File: src/hw/lamp_regs_pkg.sv
// constants, field layouts and carriers for the lamp and transceiver control registers
package lamp_regs_pkg;

	////////////////////////////////////////////////////////////////////////
	// register map, printed offsets as indices on the management port
	localparam logic [4:0]  LAMP_CTRL_IDX     = 5'h18;
	localparam logic [4:0]  XCVR_CTRL_IDX     = 5'h19;

	////////////////////////////////////////////////////////////////////////
	// lamp control fields
	localparam int          LC_RATE_LSB       = 9;
	localparam int          LC_POL_LSB        = 6;
	localparam int          LC_FORCE_LSB      = 3;
	localparam int          LC_VALUE_LSB      = 0;
	localparam logic [1:0]  RATE_RST          = 2'h2;
	localparam logic [2:0]  POL_RST           = 3'h7;
	localparam logic [2:0]  FORCE_RST         = 3'h0;
	localparam logic [2:0]  VALUE_RST         = 3'h0;

	// lamp index inside the three-bit lamp fields
	localparam int          LAMP_SPD          = 2;
	localparam int          LAMP_LNK          = 1;
	localparam int          LAMP_ACT          = 0;

	////////////////////////////////////////////////////////////////////////
	// transceiver control fields
	localparam int          XC_AUTO_XOVER     = 15;
	localparam int          XC_FORCE_XOVER    = 14;
	localparam int          XC_PAUSE_RX       = 13;
	localparam int          XC_PAUSE_TX       = 12;
	localparam int          XC_LINK_STAT      = 11;
	localparam int          XC_BYPASS         = 7;
	localparam int          XC_MODE_LSB       = 5;
	localparam int          XC_ADDR_LSB       = 0;
	localparam logic        AUTO_XOVER_RST    = 1'b1;
	localparam logic        FORCE_XOVER_RST   = 1'b0;
	localparam logic        BYPASS_RST        = 1'b0;
	localparam logic [1:0]  MODE_RST          = 2'h0;
	localparam logic [4:0]  ADDR_RST          = 5'h01;

	////////////////////////////////////////////////////////////////////////
	// timing: blink on/off times and stretch time in ms, clock in cycles per ms
	localparam int          CLK_MHZ           = 200;
	localparam int          CYC_PER_MS        = CLK_MHZ * 1000;
	localparam int          BLINK_MS_0        = 50;
	localparam int          BLINK_MS_1        = 100;
	localparam int          BLINK_MS_2        = 200;
	localparam int          BLINK_MS_3        = 500;
	localparam int          STRETCH_MS        = 50;
	localparam int          BLINK_CYC_0       = BLINK_MS_0 * CYC_PER_MS;
	localparam int          BLINK_CYC_1       = BLINK_MS_1 * CYC_PER_MS;
	localparam int          BLINK_CYC_2       = BLINK_MS_2 * CYC_PER_MS;
	localparam int          BLINK_CYC_3       = BLINK_MS_3 * CYC_PER_MS;
	localparam int          STRETCH_CYC       = STRETCH_MS * CYC_PER_MS;

	////////////////////////////////////////////////////////////////////////
	// carriers
	typedef struct packed {
		logic       link_up;
		logic       speed_100;
		logic       full_duplex;
		logic       activity;
		logic       collision;
		logic       an_done;
		logic [1:0] local_pause;
		logic [1:0] partner_pause;
	} phy_status_s;

	typedef struct packed {
		logic       speed_pol;
		logic       link_pol;
		logic       act_pol;
		logic       auto_xover;
		logic       mode0;
		logic [4:0] port_addr;
	} strap_s;

endpackage

File: src/hw/led_and_phy_control_regs.sv
// lamp drive and general transceiver control registers with strap capture
//
// Overview of operation
// - blink-rate field picks 50/100/200/500 ms, reset 10
// - speed lamp polarity from strap, software overridable
// - link lamp polarity from strap, software overridable
// - activity lamp polarity from strap, software overridable
// - force-speed drives speed lamp with value bit
// - force-link drives link lamp with value bit
// - force-activity drives activity lamp with value bit
// - reserved bits ignore writes, read zero
// - auto crossover enable from strap, default one
// - forced crossover swaps transmit and receive pairs
// - pause-receive status resolved from pause advertisements
// - pause-transmit status resolved from same advertisements
// - pause bits only when result is full duplex
// - link bit: negotiated 100 full-duplex link active
// - stretch bypass makes lamps follow raw status
// - mode 1: link, speed, activity pulse
// - mode 2: link, collision on activity lamp
// - mode 3: link blinks on activity, duplex lamp
`timescale 1ns/1ps

module led_and_phy_control_regs #(
	parameter int CNT_W       = 27,
	parameter int BLINK_CYC_0 = lamp_regs_pkg::BLINK_CYC_0,
	parameter int BLINK_CYC_1 = lamp_regs_pkg::BLINK_CYC_1,
	parameter int BLINK_CYC_2 = lamp_regs_pkg::BLINK_CYC_2,
	parameter int BLINK_CYC_3 = lamp_regs_pkg::BLINK_CYC_3,
	parameter int STRETCH_CYC = lamp_regs_pkg::STRETCH_CYC
)
(
	input  wire logic                         core_clk_i,
	input  wire logic                         rst_n_i,
	input  wire logic [4:0]                   addr_i,
	input  wire logic [15:0]                  wr_data_i,
	input  wire logic                         wr_en_i,
	input  wire logic                         rd_en_i,
	output logic      [15:0]                  rd_data_o,
	input  wire lamp_regs_pkg::phy_status_s   status_i,
	input  wire lamp_regs_pkg::strap_s        strap_i,
	output logic                              speed_lamp_out_o,
	output logic                              link_lamp_out_o,
	output logic                              activity_lamp_out_o,
	output logic                              auto_xover_en_o,
	output logic                              pair_swap_o,
	output logic                              pause_rx_en_o,
	output logic                              pause_tx_en_o
);

	////////////////////////////////////////////////////////////////////////
	// declarations
	lamp_regs_pkg::strap_s strap_meta_ff;
	lamp_regs_pkg::strap_s strap_sync_ff;
	logic                  load_pending_ff;
	logic [1:0]            rate_ff;
	logic [2:0]            pol_ff;
	logic [2:0]            force_ff;
	logic [2:0]            value_ff;
	logic                  auto_xover_ff;
	logic                  force_xover_ff;
	logic                  bypass_ff;
	logic [1:0]            mode_ff;
	logic [4:0]            addr_ff;
	logic                  pause_rx_ff;
	logic                  pause_tx_ff;
	logic                  link_stat_ff;
	logic [15:0]           rd_data_ff;
	logic [15:0]           nxt_rd_data;
	logic                  wr_lamp;
	logic                  wr_xcvr;
	logic [CNT_W-1:0]      blink_cnt_ff;
	logic [CNT_W-1:0]      blink_sel;
	logic                  blink_phase_ff;
	logic [CNT_W-1:0]      str_cnt_ff [2];
	logic [1:0]            str_src;
	logic [1:0]            str_out;
	logic                  act_ev;
	logic                  col_ev;
	logic [2:0]            lamp_on;
	logic [2:0]            lamp_drv;
	logic [2:0]            lamp_out_ff;
	logic                  hcd_fd;
	logic                  nxt_pause_rx;
	logic                  nxt_pause_tx;

	assign wr_lamp = wr_en_i && (addr_i == lamp_regs_pkg::LAMP_CTRL_IDX);
	assign wr_xcvr = wr_en_i && (addr_i == lamp_regs_pkg::XCVR_CTRL_IDX);

	////////////////////////////////////////////////////////////////////////
	// strap synchroniser and one-shot load after reset release
	always_ff @(posedge core_clk_i)
	begin
		strap_meta_ff <= strap_i;
		strap_sync_ff <= strap_meta_ff;
	end

	always_ff @(posedge core_clk_i)
	begin
		if (!rst_n_i)
			load_pending_ff <= 1'b1;
		else
			load_pending_ff <= 1'b0;
	end

	////////////////////////////////////////////////////////////////////////
	// lamp control register
	always_ff @(posedge core_clk_i)
	begin
		if (!rst_n_i)
		begin
			rate_ff  <= lamp_regs_pkg::RATE_RST;
			pol_ff   <= lamp_regs_pkg::POL_RST;
			force_ff <= lamp_regs_pkg::FORCE_RST;
			value_ff <= lamp_regs_pkg::VALUE_RST;
		end
		else if (wr_lamp)
		begin
			rate_ff  <= wr_data_i[lamp_regs_pkg::LC_RATE_LSB +: 2];
			pol_ff   <= wr_data_i[lamp_regs_pkg::LC_POL_LSB +: 3];
			force_ff <= wr_data_i[lamp_regs_pkg::LC_FORCE_LSB +: 3];
			value_ff <= wr_data_i[lamp_regs_pkg::LC_VALUE_LSB +: 3];
		end
		else if (load_pending_ff)
		begin
			pol_ff <= {strap_sync_ff.speed_pol, strap_sync_ff.link_pol, strap_sync_ff.act_pol};
		end
	end

	////////////////////////////////////////////////////////////////////////
	// transceiver control register
	always_ff @(posedge core_clk_i)
	begin
		if (!rst_n_i)
		begin
			auto_xover_ff  <= lamp_regs_pkg::AUTO_XOVER_RST;
			force_xover_ff <= lamp_regs_pkg::FORCE_XOVER_RST;
			bypass_ff      <= lamp_regs_pkg::BYPASS_RST;
			mode_ff        <= lamp_regs_pkg::MODE_RST;
		end
		else if (wr_xcvr)
		begin
			auto_xover_ff  <= wr_data_i[lamp_regs_pkg::XC_AUTO_XOVER];
			force_xover_ff <= wr_data_i[lamp_regs_pkg::XC_FORCE_XOVER];
			bypass_ff      <= wr_data_i[lamp_regs_pkg::XC_BYPASS];
			mode_ff        <= wr_data_i[lamp_regs_pkg::XC_MODE_LSB +: 2];
		end
		else if (load_pending_ff)
		begin
			auto_xover_ff <= strap_sync_ff.auto_xover;
			mode_ff[0]    <= strap_sync_ff.mode0;
		end
	end

	// port address is read-only, taken from the strap once
	always_ff @(posedge core_clk_i)
	begin
		if (!rst_n_i)
			addr_ff <= lamp_regs_pkg::ADDR_RST;
		else if (load_pending_ff)
			addr_ff <= strap_sync_ff.port_addr;
	end

	assign auto_xover_en_o = auto_xover_ff;
	assign pair_swap_o     = force_xover_ff;

	////////////////////////////////////////////////////////////////////////
	// pause resolution and negotiated link status
	assign hcd_fd = status_i.an_done && status_i.full_duplex;

	always_comb
	begin
		nxt_pause_rx = 1'b0;
		nxt_pause_tx = 1'b0;
		if (hcd_fd)
		begin
			if (status_i.local_pause[0] && status_i.partner_pause[0])
			begin
				nxt_pause_rx = 1'b1;
				nxt_pause_tx = 1'b1;
			end
			else if (!status_i.local_pause[0] && status_i.local_pause[1] &&
			         status_i.partner_pause[0] && status_i.partner_pause[1])
			begin
				nxt_pause_tx = 1'b1;
			end
			else if (status_i.local_pause[0] && status_i.local_pause[1] &&
			         !status_i.partner_pause[0] && status_i.partner_pause[1])
			begin
				nxt_pause_rx = 1'b1;
			end
		end
	end

	always_ff @(posedge core_clk_i)
	begin
		if (!rst_n_i)
		begin
			pause_rx_ff  <= 1'b0;
			pause_tx_ff  <= 1'b0;
			link_stat_ff <= 1'b0;
		end
		else
		begin
			pause_rx_ff  <= nxt_pause_rx;
			pause_tx_ff  <= nxt_pause_tx;
			link_stat_ff <= hcd_fd && status_i.link_up && status_i.speed_100;
		end
	end

	assign pause_rx_en_o = pause_rx_ff;
	assign pause_tx_en_o = pause_tx_ff;

	////////////////////////////////////////////////////////////////////////
	// register read port, data valid only in the cycle after the strobe
	always_comb
	begin
		nxt_rd_data = 16'h0000;
		if (rd_en_i && addr_i == lamp_regs_pkg::LAMP_CTRL_IDX)
		begin
			nxt_rd_data[lamp_regs_pkg::LC_RATE_LSB +: 2]  = rate_ff;
			nxt_rd_data[lamp_regs_pkg::LC_POL_LSB +: 3]   = pol_ff;
			nxt_rd_data[lamp_regs_pkg::LC_FORCE_LSB +: 3] = force_ff;
			nxt_rd_data[lamp_regs_pkg::LC_VALUE_LSB +: 3] = value_ff;
		end
		else if (rd_en_i && addr_i == lamp_regs_pkg::XCVR_CTRL_IDX)
		begin
			nxt_rd_data[lamp_regs_pkg::XC_AUTO_XOVER]     = auto_xover_ff;
			nxt_rd_data[lamp_regs_pkg::XC_FORCE_XOVER]    = force_xover_ff;
			nxt_rd_data[lamp_regs_pkg::XC_PAUSE_RX]       = pause_rx_ff;
			nxt_rd_data[lamp_regs_pkg::XC_PAUSE_TX]       = pause_tx_ff;
			nxt_rd_data[lamp_regs_pkg::XC_LINK_STAT]      = link_stat_ff;
			nxt_rd_data[lamp_regs_pkg::XC_BYPASS]         = bypass_ff;
			nxt_rd_data[lamp_regs_pkg::XC_MODE_LSB +: 2]  = mode_ff;
			nxt_rd_data[lamp_regs_pkg::XC_ADDR_LSB +: 5]  = addr_ff;
		end
	end

	always_ff @(posedge core_clk_i)
	begin
		if (!rst_n_i)
			rd_data_ff <= 16'h0000;
		else
			rd_data_ff <= nxt_rd_data;
	end

	assign rd_data_o = rd_data_ff;

	////////////////////////////////////////////////////////////////////////
	// blink timebase
	always_comb
	begin
		case (rate_ff)
			2'h0:    blink_sel = CNT_W'(BLINK_CYC_0);
			2'h1:    blink_sel = CNT_W'(BLINK_CYC_1);
			2'h2:    blink_sel = CNT_W'(BLINK_CYC_2);
			2'h3:    blink_sel = CNT_W'(BLINK_CYC_3);
			default: blink_sel = CNT_W'(BLINK_CYC_2);
		endcase
	end

	// >= keeps the count bounded when the rate drops mid-period
	always_ff @(posedge core_clk_i)
	begin
		if (!rst_n_i)
		begin
			blink_cnt_ff   <= '0;
			blink_phase_ff <= 1'b0;
		end
		else if (blink_cnt_ff >= blink_sel - CNT_W'(1))
		begin
			blink_cnt_ff   <= '0;
			blink_phase_ff <= ~blink_phase_ff;
		end
		else
		begin
			blink_cnt_ff <= blink_cnt_ff + CNT_W'(1);
		end
	end

	////////////////////////////////////////////////////////////////////////
	// pulse stretchers for activity and collision
	assign str_src = {status_i.collision, status_i.activity};

	for (genvar g = 0; g < 2; g++)
	begin : g_str
		always_ff @(posedge core_clk_i)
		begin
			if (!rst_n_i)
				str_cnt_ff[g] <= '0;
			else if (str_src[g])
				str_cnt_ff[g] <= CNT_W'(STRETCH_CYC);
			else if (str_cnt_ff[g] != '0)
				str_cnt_ff[g] <= str_cnt_ff[g] - CNT_W'(1);
		end
		assign str_out[g] = str_src[g] || (str_cnt_ff[g] != '0);
	end

	assign act_ev = bypass_ff ? status_i.activity  : str_out[0];
	assign col_ev = bypass_ff ? status_i.collision : str_out[1];

	////////////////////////////////////////////////////////////////////////
	// lamp mode mapping, forcing and polarity
	always_comb
	begin
		lamp_on[lamp_regs_pkg::LAMP_SPD] = status_i.speed_100;
		lamp_on[lamp_regs_pkg::LAMP_LNK] = status_i.link_up;
		lamp_on[lamp_regs_pkg::LAMP_ACT] = act_ev;
		if (!mode_ff[0] && !mode_ff[1])
		begin
			lamp_on[lamp_regs_pkg::LAMP_ACT] = col_ev;
		end
		else if (!mode_ff[0] && mode_ff[1])
		begin
			lamp_on[lamp_regs_pkg::LAMP_LNK] = status_i.link_up && !(act_ev && blink_phase_ff);
			lamp_on[lamp_regs_pkg::LAMP_ACT] = status_i.full_duplex;
		end
	end

	for (genvar l = 0; l < 3; l++)
	begin : g_lamp
		assign lamp_drv[l] = force_ff[l] ? value_ff[l] : lamp_on[l];
	end

	always_ff @(posedge core_clk_i)
	begin
		if (!rst_n_i)
			lamp_out_ff <= ~lamp_regs_pkg::POL_RST;
		else
			lamp_out_ff <= ~(lamp_drv ^ pol_ff);
	end

	assign speed_lamp_out_o    = lamp_out_ff[lamp_regs_pkg::LAMP_SPD];
	assign link_lamp_out_o     = lamp_out_ff[lamp_regs_pkg::LAMP_LNK];
	assign activity_lamp_out_o = lamp_out_ff[lamp_regs_pkg::LAMP_ACT];

	////////////////////////////////////////////////////////////////////////
	// assertions
	AST_RATE_RESET: assert property (@(posedge core_clk_i)
		$rose(rst_n_i) |-> rate_ff == 2'h2)
		else $error("blink rate not 10 after reset");

	AST_BLINK_WRAP: assert property (@(posedge core_clk_i) disable iff (!rst_n_i)
		$changed(blink_phase_ff) |-> $past(blink_cnt_ff) >= $past(blink_sel) - CNT_W'(1) && blink_cnt_ff == '0)
		else $error("blink phase toggled before terminal count");

	AST_POL_STRAP: assert property (@(posedge core_clk_i) disable iff (!rst_n_i)
		load_pending_ff && !wr_lamp |=> pol_ff[lamp_regs_pkg::LAMP_SPD] == $past(strap_sync_ff.speed_pol)
		&& pol_ff[lamp_regs_pkg::LAMP_LNK] == $past(strap_sync_ff.link_pol))
		else $error("lamp polarity not loaded from strap");

	AST_ACT_POL_STRAP: assert property (@(posedge core_clk_i) disable iff (!rst_n_i)
		load_pending_ff && !wr_lamp |=> pol_ff[lamp_regs_pkg::LAMP_ACT] == $past(strap_sync_ff.act_pol))
		else $error("activity polarity not loaded from strap");

	AST_FORCE_SPEED: assert property (@(posedge core_clk_i) disable iff (!rst_n_i)
		force_ff[lamp_regs_pkg::LAMP_SPD] |=>
		speed_lamp_out_o == ($past(value_ff[lamp_regs_pkg::LAMP_SPD]) ~^ $past(pol_ff[lamp_regs_pkg::LAMP_SPD])))
		else $error("forced speed lamp wrong");

	AST_FORCE_LINK: assert property (@(posedge core_clk_i) disable iff (!rst_n_i)
		force_ff[lamp_regs_pkg::LAMP_LNK] |=>
		link_lamp_out_o == ($past(value_ff[lamp_regs_pkg::LAMP_LNK]) ~^ $past(pol_ff[lamp_regs_pkg::LAMP_LNK])))
		else $error("forced link lamp wrong");

	AST_FORCE_ACT: assert property (@(posedge core_clk_i) disable iff (!rst_n_i)
		force_ff[lamp_regs_pkg::LAMP_ACT] |=>
		activity_lamp_out_o == ($past(value_ff[lamp_regs_pkg::LAMP_ACT]) ~^ $past(pol_ff[lamp_regs_pkg::LAMP_ACT])))
		else $error("forced activity lamp wrong");

	AST_RESERVED_ZERO: assert property (@(posedge core_clk_i) disable iff (!rst_n_i)
		rd_en_i && addr_i == lamp_regs_pkg::XCVR_CTRL_IDX |=> rd_data_o[10:8] == 3'h0)
		else $error("reserved bits read nonzero");

	AST_PAUSE_FD: assert property (@(posedge core_clk_i) disable iff (!rst_n_i)
		!(status_i.an_done && status_i.full_duplex) |=> !pause_rx_en_o && !pause_tx_en_o)
		else $error("pause enabled without full duplex");

	AST_LINK_STAT: assert property (@(posedge core_clk_i) disable iff (!rst_n_i)
		link_stat_ff |-> $past(status_i.speed_100) && $past(status_i.an_done) && $past(status_i.link_up))
		else $error("link status set without negotiated 100 link");

	AST_MODE2_COL: assert property (@(posedge core_clk_i) disable iff (!rst_n_i)
		mode_ff == 2'h0 && !force_ff[lamp_regs_pkg::LAMP_ACT] && bypass_ff |=>
		activity_lamp_out_o == ($past(status_i.collision) ~^ $past(pol_ff[lamp_regs_pkg::LAMP_ACT])))
		else $error("mode 2 activity lamp does not follow collision");

	AST_RD_IDLE: assert property (@(posedge core_clk_i) disable iff (!rst_n_i)
		!rd_en_i |=> rd_data_o == 16'h0000)
		else $error("read data outside read cycle");

endmodule

File: config.mk
export PLATFORM = sky130hd
export DESIGN_NAME = led_and_phy_control_regs
export DESIGN_NICKNAME = d
export VERILOG_FILES = /design/src/hw/lamp_regs_pkg.sv /design/src/hw/led_and_phy_control_regs.sv
export SDC_FILE = /design/constraint.sdc
export NUM_CORES = 1
export LEC_CHECK = 0
export ABC_AREA = 1
export ABC_CLOCK_PERIOD_IN_PS = 6700
export BUFFER_PORTS_ARGS = -buffer_cell sky130_fd_sc_hd__buf_2
export CAP_MARGIN = 20
export CORE_MARGIN = 5
export CORE_UTILIZATION = 40
export CTS_CLUSTER_SIZE = 30
export DETAILED_ROUTE_END_ITERATION = 16
export HOLD_SLACK_MARGIN = 0.05
export SLEW_MARGIN = 20
export SYNTH_ARGS = -nofsm -noshare
export SYNTH_HDL_FRONTEND = slang
export SYNTH_SLANG_ARGS = --single-unit
File: constraint.sdc
create_clock -name core_clk_i -period 6.7 [get_ports core_clk_i]
set_input_delay 1.34 -clock core_clk_i [delete_from_list [all_inputs] [get_ports core_clk_i]]
set_output_delay 1.34 -clock core_clk_i [all_outputs]
set_load 0.01 [all_outputs]
==> metrics.csv, run 1 <==
metric,value,unit
drt-initial-drc-count,388,
crit_chain,buf_2 -> inv_2 -> nor2_1 -> nand2_1 -> nand2_1 -> buf_16,
fill_cells,1734,
wl_per_cell,13.23,um
diodes,0,
cp_slowest_cell,nand2_1,
critPathLaunchType,input pin,
slew_headroom,49.07,%
core_area,0.01784,mm2
cts_hold_buf,0,
area_growth,16.55,%
crit_required,6.83,ns
gp_congestion,0.8342,
cpMostUsedCell,nand2_1,
period_share,51.87,%
cts_setup_buffers,0,
utilization,47.02,%
ys_seq_area_share,48.11,%
syn-num-nets,936,
r2r_setup_slack,3.52,ns
grt_pass1_vias,5534,
worstMarginPinSlew,0.7621,ns
cts.sinks,146,
setup_ws,3.225,ns
rsz0062_at_grt,no,
period_needed,3.475,ns
drt.antenna.violating_nets,0,
crit_type,in2reg,
pin_count,68,
antenna_found_initial,0,
cts_root_buf,clkbuf_16,
grt.overflow.total,0,
fp.dieW,144.1,um
viasPerCell,4.900,
synth_top_family_by_area,simple AND/OR/NAND/NOR gates,
min_from,strap_meta_ff[5],
crit-reg2reg-launch,str_cnt_ff[0][0],
die-height,144.1,um
placement.cell_area,0.007780,mm2
status,"complete, no violations",
synth_compound_gate_area_share,11.25,%
hold_violations,0,
drive_gt1_share,15.96,%
maxSlewViolCount,0,
max_freq,0.2878,GHz
r2r.worst_path.cells,10,
critical_path_buf_inv_count,3,
vias,5758,
yosys.area_share.simple,25.15,%
drc,0,
grt_max_degree,29,
grt_pass1_wl,26.30,mm
clk_latency,0.43,ns
muxShareOfSynthArea,0,%
hold_depth,0,
end_kind,flop,
fp.dieArea,0.02078,mm2
hpwl,11.21,mm
p_per_area,252.5,mW/mm2
rows,49,
drt_wl_total,15.54,mm
synth-xor-area-share,3.529,%
drt_first_pass_iters,5,
layout_common_cells,"nor2_1, nand2_1, inv_1",
start_util,40.35,%
netlist_area,0.007198,mm2
crit_family,simple AND/OR/NAND/NOR gates,
place_ws,2.720,ns
cts_resized,0,
io_buffer_count,64,
fin_area,0.008389,mm2
cts_buffers,17,
crit_arrival,3.61,ns
layout_commonest_cell,nor2_1,
ys_ff_latch,146,
syn_inst,860,
clockBufferDepth,2,
grt_use_total,15.61,%
r2r-end,str_cnt_ff[0][5],
fin_worst_skew,0.01088,ns
ir_drop,0.1835,mV
hp-class,reg2reg,
yosys_warnings,0,
syn_avg_cell_area,8.370,um2
crit_fanout,28,
setup_viol,0,
p_leak,3.637,nW
synth_cell_types,45,
slowest_delay,0.71,ns
layout.nets,1009,
clkSlewWorstSetupHoldPaths,0.07,ns
cts_tree,yes,
holdPathEnd,strap_sync_ff[5],
setup_tns,0,ns
drv_cap,0,
synth-adder-area-share,5.388,%
cts_htree_levels,4,
==> area by class of cell <==
type | instances | area [um2] | area share (%)
clock buffer | 17 | 425.4 | 5.071
timing repair buffer | 66 | 355.3 | 4.236
tap | 229 | 286.5 | 3.415
inverter | 110 | 412.9 | 4.922
sequential | 146 | 3463 | 41.28
multi-input combinational | 592 | 3262 | 38.88
clock inverter | 15 | 183.9 | 2.192
==> kinds of logic after synthesis <==
logic type      after synthesis
simple gates                382
compound gates              150
flops                       146
buf+inv                     122
fa+ha+maj                    31
xor+xnor                     29
==> worst register-to-register path, cell delays in order (launching register included) <==
cell,delay [ns]
edfxtp_1,0.41
inv_1,0.10
ha_1,0.16
nand2_1,0.10
nor2_2,0.13
nand2_1,0.14
nor2_2,0.24
nand2_1,0.11
nand2_1,0.58
nand2_1,0.62
buf_16,0.34
==> worst max-delay path by stage <==
| stage | start | to | slack, ns | cells past startpoint |
|---|---|---|---|---|
| 2_1_floorplan | rst_n_i | str_cnt_ff[0][0] | 3.68 | 6 |
| 3_3_place_gp | rst_n_i | str_cnt_ff[0][5] | 2.53 | 5 |
| 3_5_place_dp | rst_n_i | str_cnt_ff[0][5] | 2.72 | 6 |
| 4_1_cts | rst_n_i | str_cnt_ff[0][5] | 3.18 | 6 |
| 5_1_grt | rst_n_i | str_cnt_ff[0][5] | 3.02 | 6 |
| 6_report | rst_n_i | str_cnt_ff[0][5] | 3.22 | 6 |
==> cells in the mapped netlist, drive strengths merged <==
cell / number / share of area, %
nor2: 150 / 8.6
nand2: 129 / 7.0
inv: 108 / 5.6
dfxtp: 92 / 26
a21oi: 74 / 5.1
edfxtp: 54 / 23
o21ai: 49 / 3.5
nand3: 41 / 3.4
ha: 31 / 5.4
xor2: 23 / 2.8
nand4: 18 / 1.9
nor3: 18 / 1.7
or2: 9 / 0.78
o22ai: 8 / 0.70
nor4: 7 / 0.90
buf: 6 / 0.52
clkbuf: 6 / 0.31
nor3b: 6 / 0.63
xnor2: 6 / 0.73
o21a: 5 / 0.52
o211ai: 4 / 0.42
o31ai: 4 / 0.42
o21bai: 3 / 0.31
a31oi: 2 / 0.17
and3: 2 / 0.17
clkinv: 2 / 0.10
nand3b: 2 / 0.21
a211oi: 1 / 0.10
==> report_power, final <==
group          total (mW)  leakage (nW)  internal, mW  switching [mW]
clock               0.956         0.289         0.506           0.449
combinational       0.176          1.97        0.0644           0.112
sequential          0.987          1.37         0.960          0.0267
==> registers in the layout (all words and copies together) (netlist names) <==
name	flops
strap_sync_ff	10
link_stat_ff	1
value_ff	3
mode_ff	2
force_ff	3
strap_meta_ff	10
str_cnt_ff	54
pol_ff	3
blink_phase_ff	1
lamp_out_ff	3
addr_ff	5
pair_swap_o	1
pause_rx_en_o	1
pause_tx_en_o	1
rd_data_o	16
bypass_ff	1
load_pending_ff	1
auto_xover_en_o	1
blink_cnt_ff	27
rate_ff	2
==> stage by stage <==
step | power (mW) | instances | hold slack, ns
finish | 2.119 | 1175 | 0.3291
global route | 2.209 | 1175 | 0.3455
CTS | 2.138 | 1175 | 0.3295
detailed placement | 1.183 | 1143 | 0.3121
global placement | 1.179 | 1142 | 0.3109
floorplan | 1.132 | 860 | 0.3096
==> routing by layer <==
| metal | global-route usage [%] | up-vias | share of wire [%] |
|---|---|---|---|
| li1 | - | 3029 | - |
| met1 | 21.04 | 2589 | 49 |
| met2 | 25.11 | 113 | 46 |
| met3 | 3.836 | 27 | 3.7 |
| met4 | 4.369 | 0 | 1.4 |
| met5 | 0 | - | 0 |
No activity file was read; power rests on OpenSTA's default activity.
==> run 2: changes to the inputs <==
--- a/config.mk
+++ b/config.mk
@@ -5,8 +5,8 @@
 export SDC_FILE = /design/constraint.sdc
 export NUM_CORES = 1
 export LEC_CHECK = 0
-export ABC_AREA = 1
-export ABC_CLOCK_PERIOD_IN_PS = 6700
+export ABC_AREA = 0
+export ABC_CLOCK_PERIOD_IN_PS = 3400
 export BUFFER_PORTS_ARGS = -buffer_cell sky130_fd_sc_hd__buf_2
 export CAP_MARGIN = 20
 export CORE_MARGIN = 5
==> constraint.sdc (replaced) <==
create_clock -name core_clk_i -period 3.4 [get_ports core_clk_i]
set_input_delay 0.68 -clock core_clk_i [delete_from_list [all_inputs] [get_ports core_clk_i]]
set_output_delay 0.68 -clock core_clk_i [all_outputs]
set_load 0.01 [all_outputs]
==> run 2 against run 1 <==
Effect of this change:
- clock power rose by 94%
- register-to-register slack lost 3.1 ns
- via count fell by 17%
- sequential cell count unchanged
- first-iteration DRC count is 30% lower
- routed wire length shrank 11%
- sequential power is 98% higher
- area after synthesis shrank 7.4%
- hold slack worse by 0.00080 ns
- clock skew shrank 0.00056 ns
- die area down 6.9%
- utilization up 0.46 points
- largest power group unchanged
==> metrics.csv, run 2 <==
metric,value,unit,change
status,"complete, no violations",,
r2r.worst_path.cells,12,,+2
core_area,0.01647,mm2,-7.7%
period_share,87.16,%,
critPathLaunchType,flop,,
worstMarginPinSlew,0.8053,ns,+0.04323 ns
cts_hold_buf,0,,unchanged
cts_buffers,17,,unchanged
setup_viol,0,,unchanged
io_buffer_count,64,,unchanged
grt_pass1_vias,4989,,-9.8%
max_freq,0.3375,GHz,
drc,0,,unchanged
cp.depth,12,,+6
utilization,47.48,%,+0.46 points
synth_area_leaders,"dfxtp_1, edfxtp_1, nor2_1, ha_1, xnor2_1",,
largest-register,str_cnt_ff,,
vias,4807,,-17%
grt.overflow.total,0,,unchanged
crit_fanout,27,,-3.6%
use_met1,19.44,%,-1.6 points
grt_use_total,14.95,%,-0.66 points
pwr-share-comb,8.8,%,+0.5 points
synth_edf_count,54,,unchanged
fill_cells,1554,,-10%
whs,0.3283,ns,-0.0008030 ns
syn_inst,643,,-25%
ys_top_cells_by_count,"nor2_1, dfxtp_1, edfxtp_1",,
layout_commonest_cell,nor2_1,,
p_per_area,532.9,mW/mm2,+110%
crit_required,3.75,ns,-3.08 ns
rsz0062_at_grt,no,,
antenna_found_initial,0,,unchanged
critical_path_buf_inv_count,2,,-1
drt_wl_total,13.87,mm,-11%
syn-num-nets,719,,-23%
clockPowerShare,44.4,%,-0.7 points
yosys.cell_count.top_type,nor2_1,,
fp.dieW,139.1,um,-3.5%
wl_per_cell,14.63,um,+11%
period_needed,2.963,ns,
synth_cell_types,50,,+11%
use_met2,24.37,%,-0.74 points
clk_latency,0.42,ns,about the same
start_util,40.46,%,+0.12 points
yosys_warnings,0,,unchanged
viasPerCell,5.071,,+3.5%
synth_flop_cell,dfxtp_1,,
cts_tree,yes,,
p_leak,3.257,nW,-10%
clockBufferDepth,2,,unchanged
drive_gt1_share,15.66,%,-0.30 points
crit_chain,inv_1 -> ha_1 -> nor2_1 -> xnor2_1 -> ha_1 -> a21o_1 -> a221o_1 -> a21oi_1 -> o2111ai_1 -> or3_1 -> buf_12 -> nor2_1,,
cts_htree_levels,4,,unchanged
area_growth,17.35,%,
fp.dieArea,0.01934,mm2,-6.9%
crit_family,compound AO/OA/AOI/OAI gates,,
ir_drop,0.3244,mV,+77%
p_sw_share,25.74,%,-2.0 points
grt_pass1_wl,23.99,mm,-8.8%
drt.antenna.violating_nets,0,,unchanged
cts_root_buf,clkbuf_16,,
hold_violations,0,,unchanged
drt-initial-drc-count,272,,-30%
hpwl,9.922,mm,-11%
diodes,0,,unchanged
placement.cell_area,0.007231,mm2,-7.1%
drt_first_pass_iters,4,,-1
synth-async-reset-ratio,0,%,unchanged
crit_arrival,3.32,ns,-0.29 ns
power.switching,1.072,mW,+82%
fin_worst_skew,0.01032,ns,-0.0005611 ns
ys_ff_latch,146,,unchanged
cp_slowest_cell,dfxtp_1,,
setup_tns,0,ns,unchanged
hp-class,reg2reg,,
netlist_area,0.006663,mm2,-7.4%
p_int,3.094,mW,+100%
top_usage_layer,met2,,
layout_common_cells,"nor2_1, dfxtp_1, buf_2",,
setup_ws,0.4367,ns,-2.788 ns
clkSlewWorstSetupHoldPaths,0.07,ns,about the same
power_frac_seq,46.8,%,+0.2 points
place_ws,0.4112,ns,-2.309 ns
gr-usage-met3,3.552,%,-0.28 points
die-height,139.1,um,-3.5%
layout.nets,791,,-22%
synth_largest_area_cell,dfxtp_1,,
largest_reg_flops,54,,unchanged
synth_top_area_share,27.64,%,+2.1 points
rows,47,,-4.1%
end_kind,flop,,
pin_count,68,,unchanged
gp_congestion,0.7958,,-4.6%
crit_type,reg2reg,,
syn_avg_cell_area,10.36,um2,+24%
maxSlewViolCount,0,,unchanged
slowest_delay,0.40,ns,-0.31 ns
slew_headroom,46.03,%,-3.0 points
cts_resized,0,,unchanged
drv_cap,0,,unchanged
fin_area,0.007819,mm2,-6.8%
hold_depth,0,,unchanged
grt_max_degree,28,,-3.4%
cts.sinks,146,,unchanged
cts_setup_buffers,0,,unchanged
ys_seq_area_share,51.98,%,+3.9 points
-- run 2: final cells by class --
| class | instances | area (um2) | share of cell area (%) |
|---|---|---|---|
| sequential | 146 | 3463 | 44.30 |
| multi-input combinational | 464 | 3050 | 39.01 |
| clock buffer | 17 | 425.4 | 5.441 |
| timing repair buffer | 71 | 385.4 | 4.929 |
| tap | 220 | 275.3 | 3.521 |
| clock inverter | 15 | 162.7 | 2.080 |
| inverter | 15 | 56.30 | 0.7201 |
-- run 2: routing by layer --
layer  wire (um)  up-vias
met5           0        -
met3         432       17
met1        6674     2309
met2        6537       75
li1            -     2406
met4         229        0
-- run 2: worst reg2reg max path, cell delays in order, from the launching register on --
cell and delay [ns]:
dfxtp_1 0.40, inv_1 0.13, ha_1 0.30, nor2_1 0.16
xnor2_1 0.14, ha_1 0.27, a21o_1 0.16, a221o_1 0.31
a21oi_1 0.14, o2111ai_1 0.19, or3_1 0.39, buf_12 0.18
nor2_1 0.13
-- run 2: power by group through the flow --
| stage | Sequential, mW | Combinational, mW | Clock, mW |
|---|---|---|---|
| after floorplan | 1.97 | 0.279 | 0 |
| final | 1.95 | 0.365 | 1.85 |
| after detailed placement | 1.99 | 0.364 | 0 |
| after global placement | 1.98 | 0.355 | 0 |
| after CTS | 1.95 | 0.368 | 1.89 |
| after global routing | 1.96 | 0.409 | 1.97 |
-- run 2: stage by stage --
stage | cells | total power, mW
after global routing | 948 | 4.341
after CTS | 948 | 4.204
after global placement | 916 | 2.339
after floorplan | 643 | 2.251
after detailed placement | 916 | 2.352
final | 948 | 4.167
-- run 2: worst paths after layout --
| path | start | to | slack, ns |
|---|---|---|---|
| min | strap_meta_ff[3] | strap_sync_ff[3] | 0.33 |
| max reg2reg | rate_ff[0] | blink_cnt_ff[17] | 0.44 |
| min reg2reg | strap_meta_ff[3] | strap_sync_ff[3] | 0.33 |
| max | rate_ff[0] | blink_cnt_ff[17] | 0.44 |
-- run 2: cells by family (layout without fill, tap and decap cells) --
logic type	after synthesis	count (layout)	share of synthesized area (%)
AOI/OAI and AO/OA	58	58	5.296
xor gates and xnor gates	71	71	9.333
adders and majority gates	31	31	5.822
buffers and inverters	33	118	2.235
DFF	146	146	51.98
muxes	33	33	4.958
and+or+nand+nor	271	271	20.38
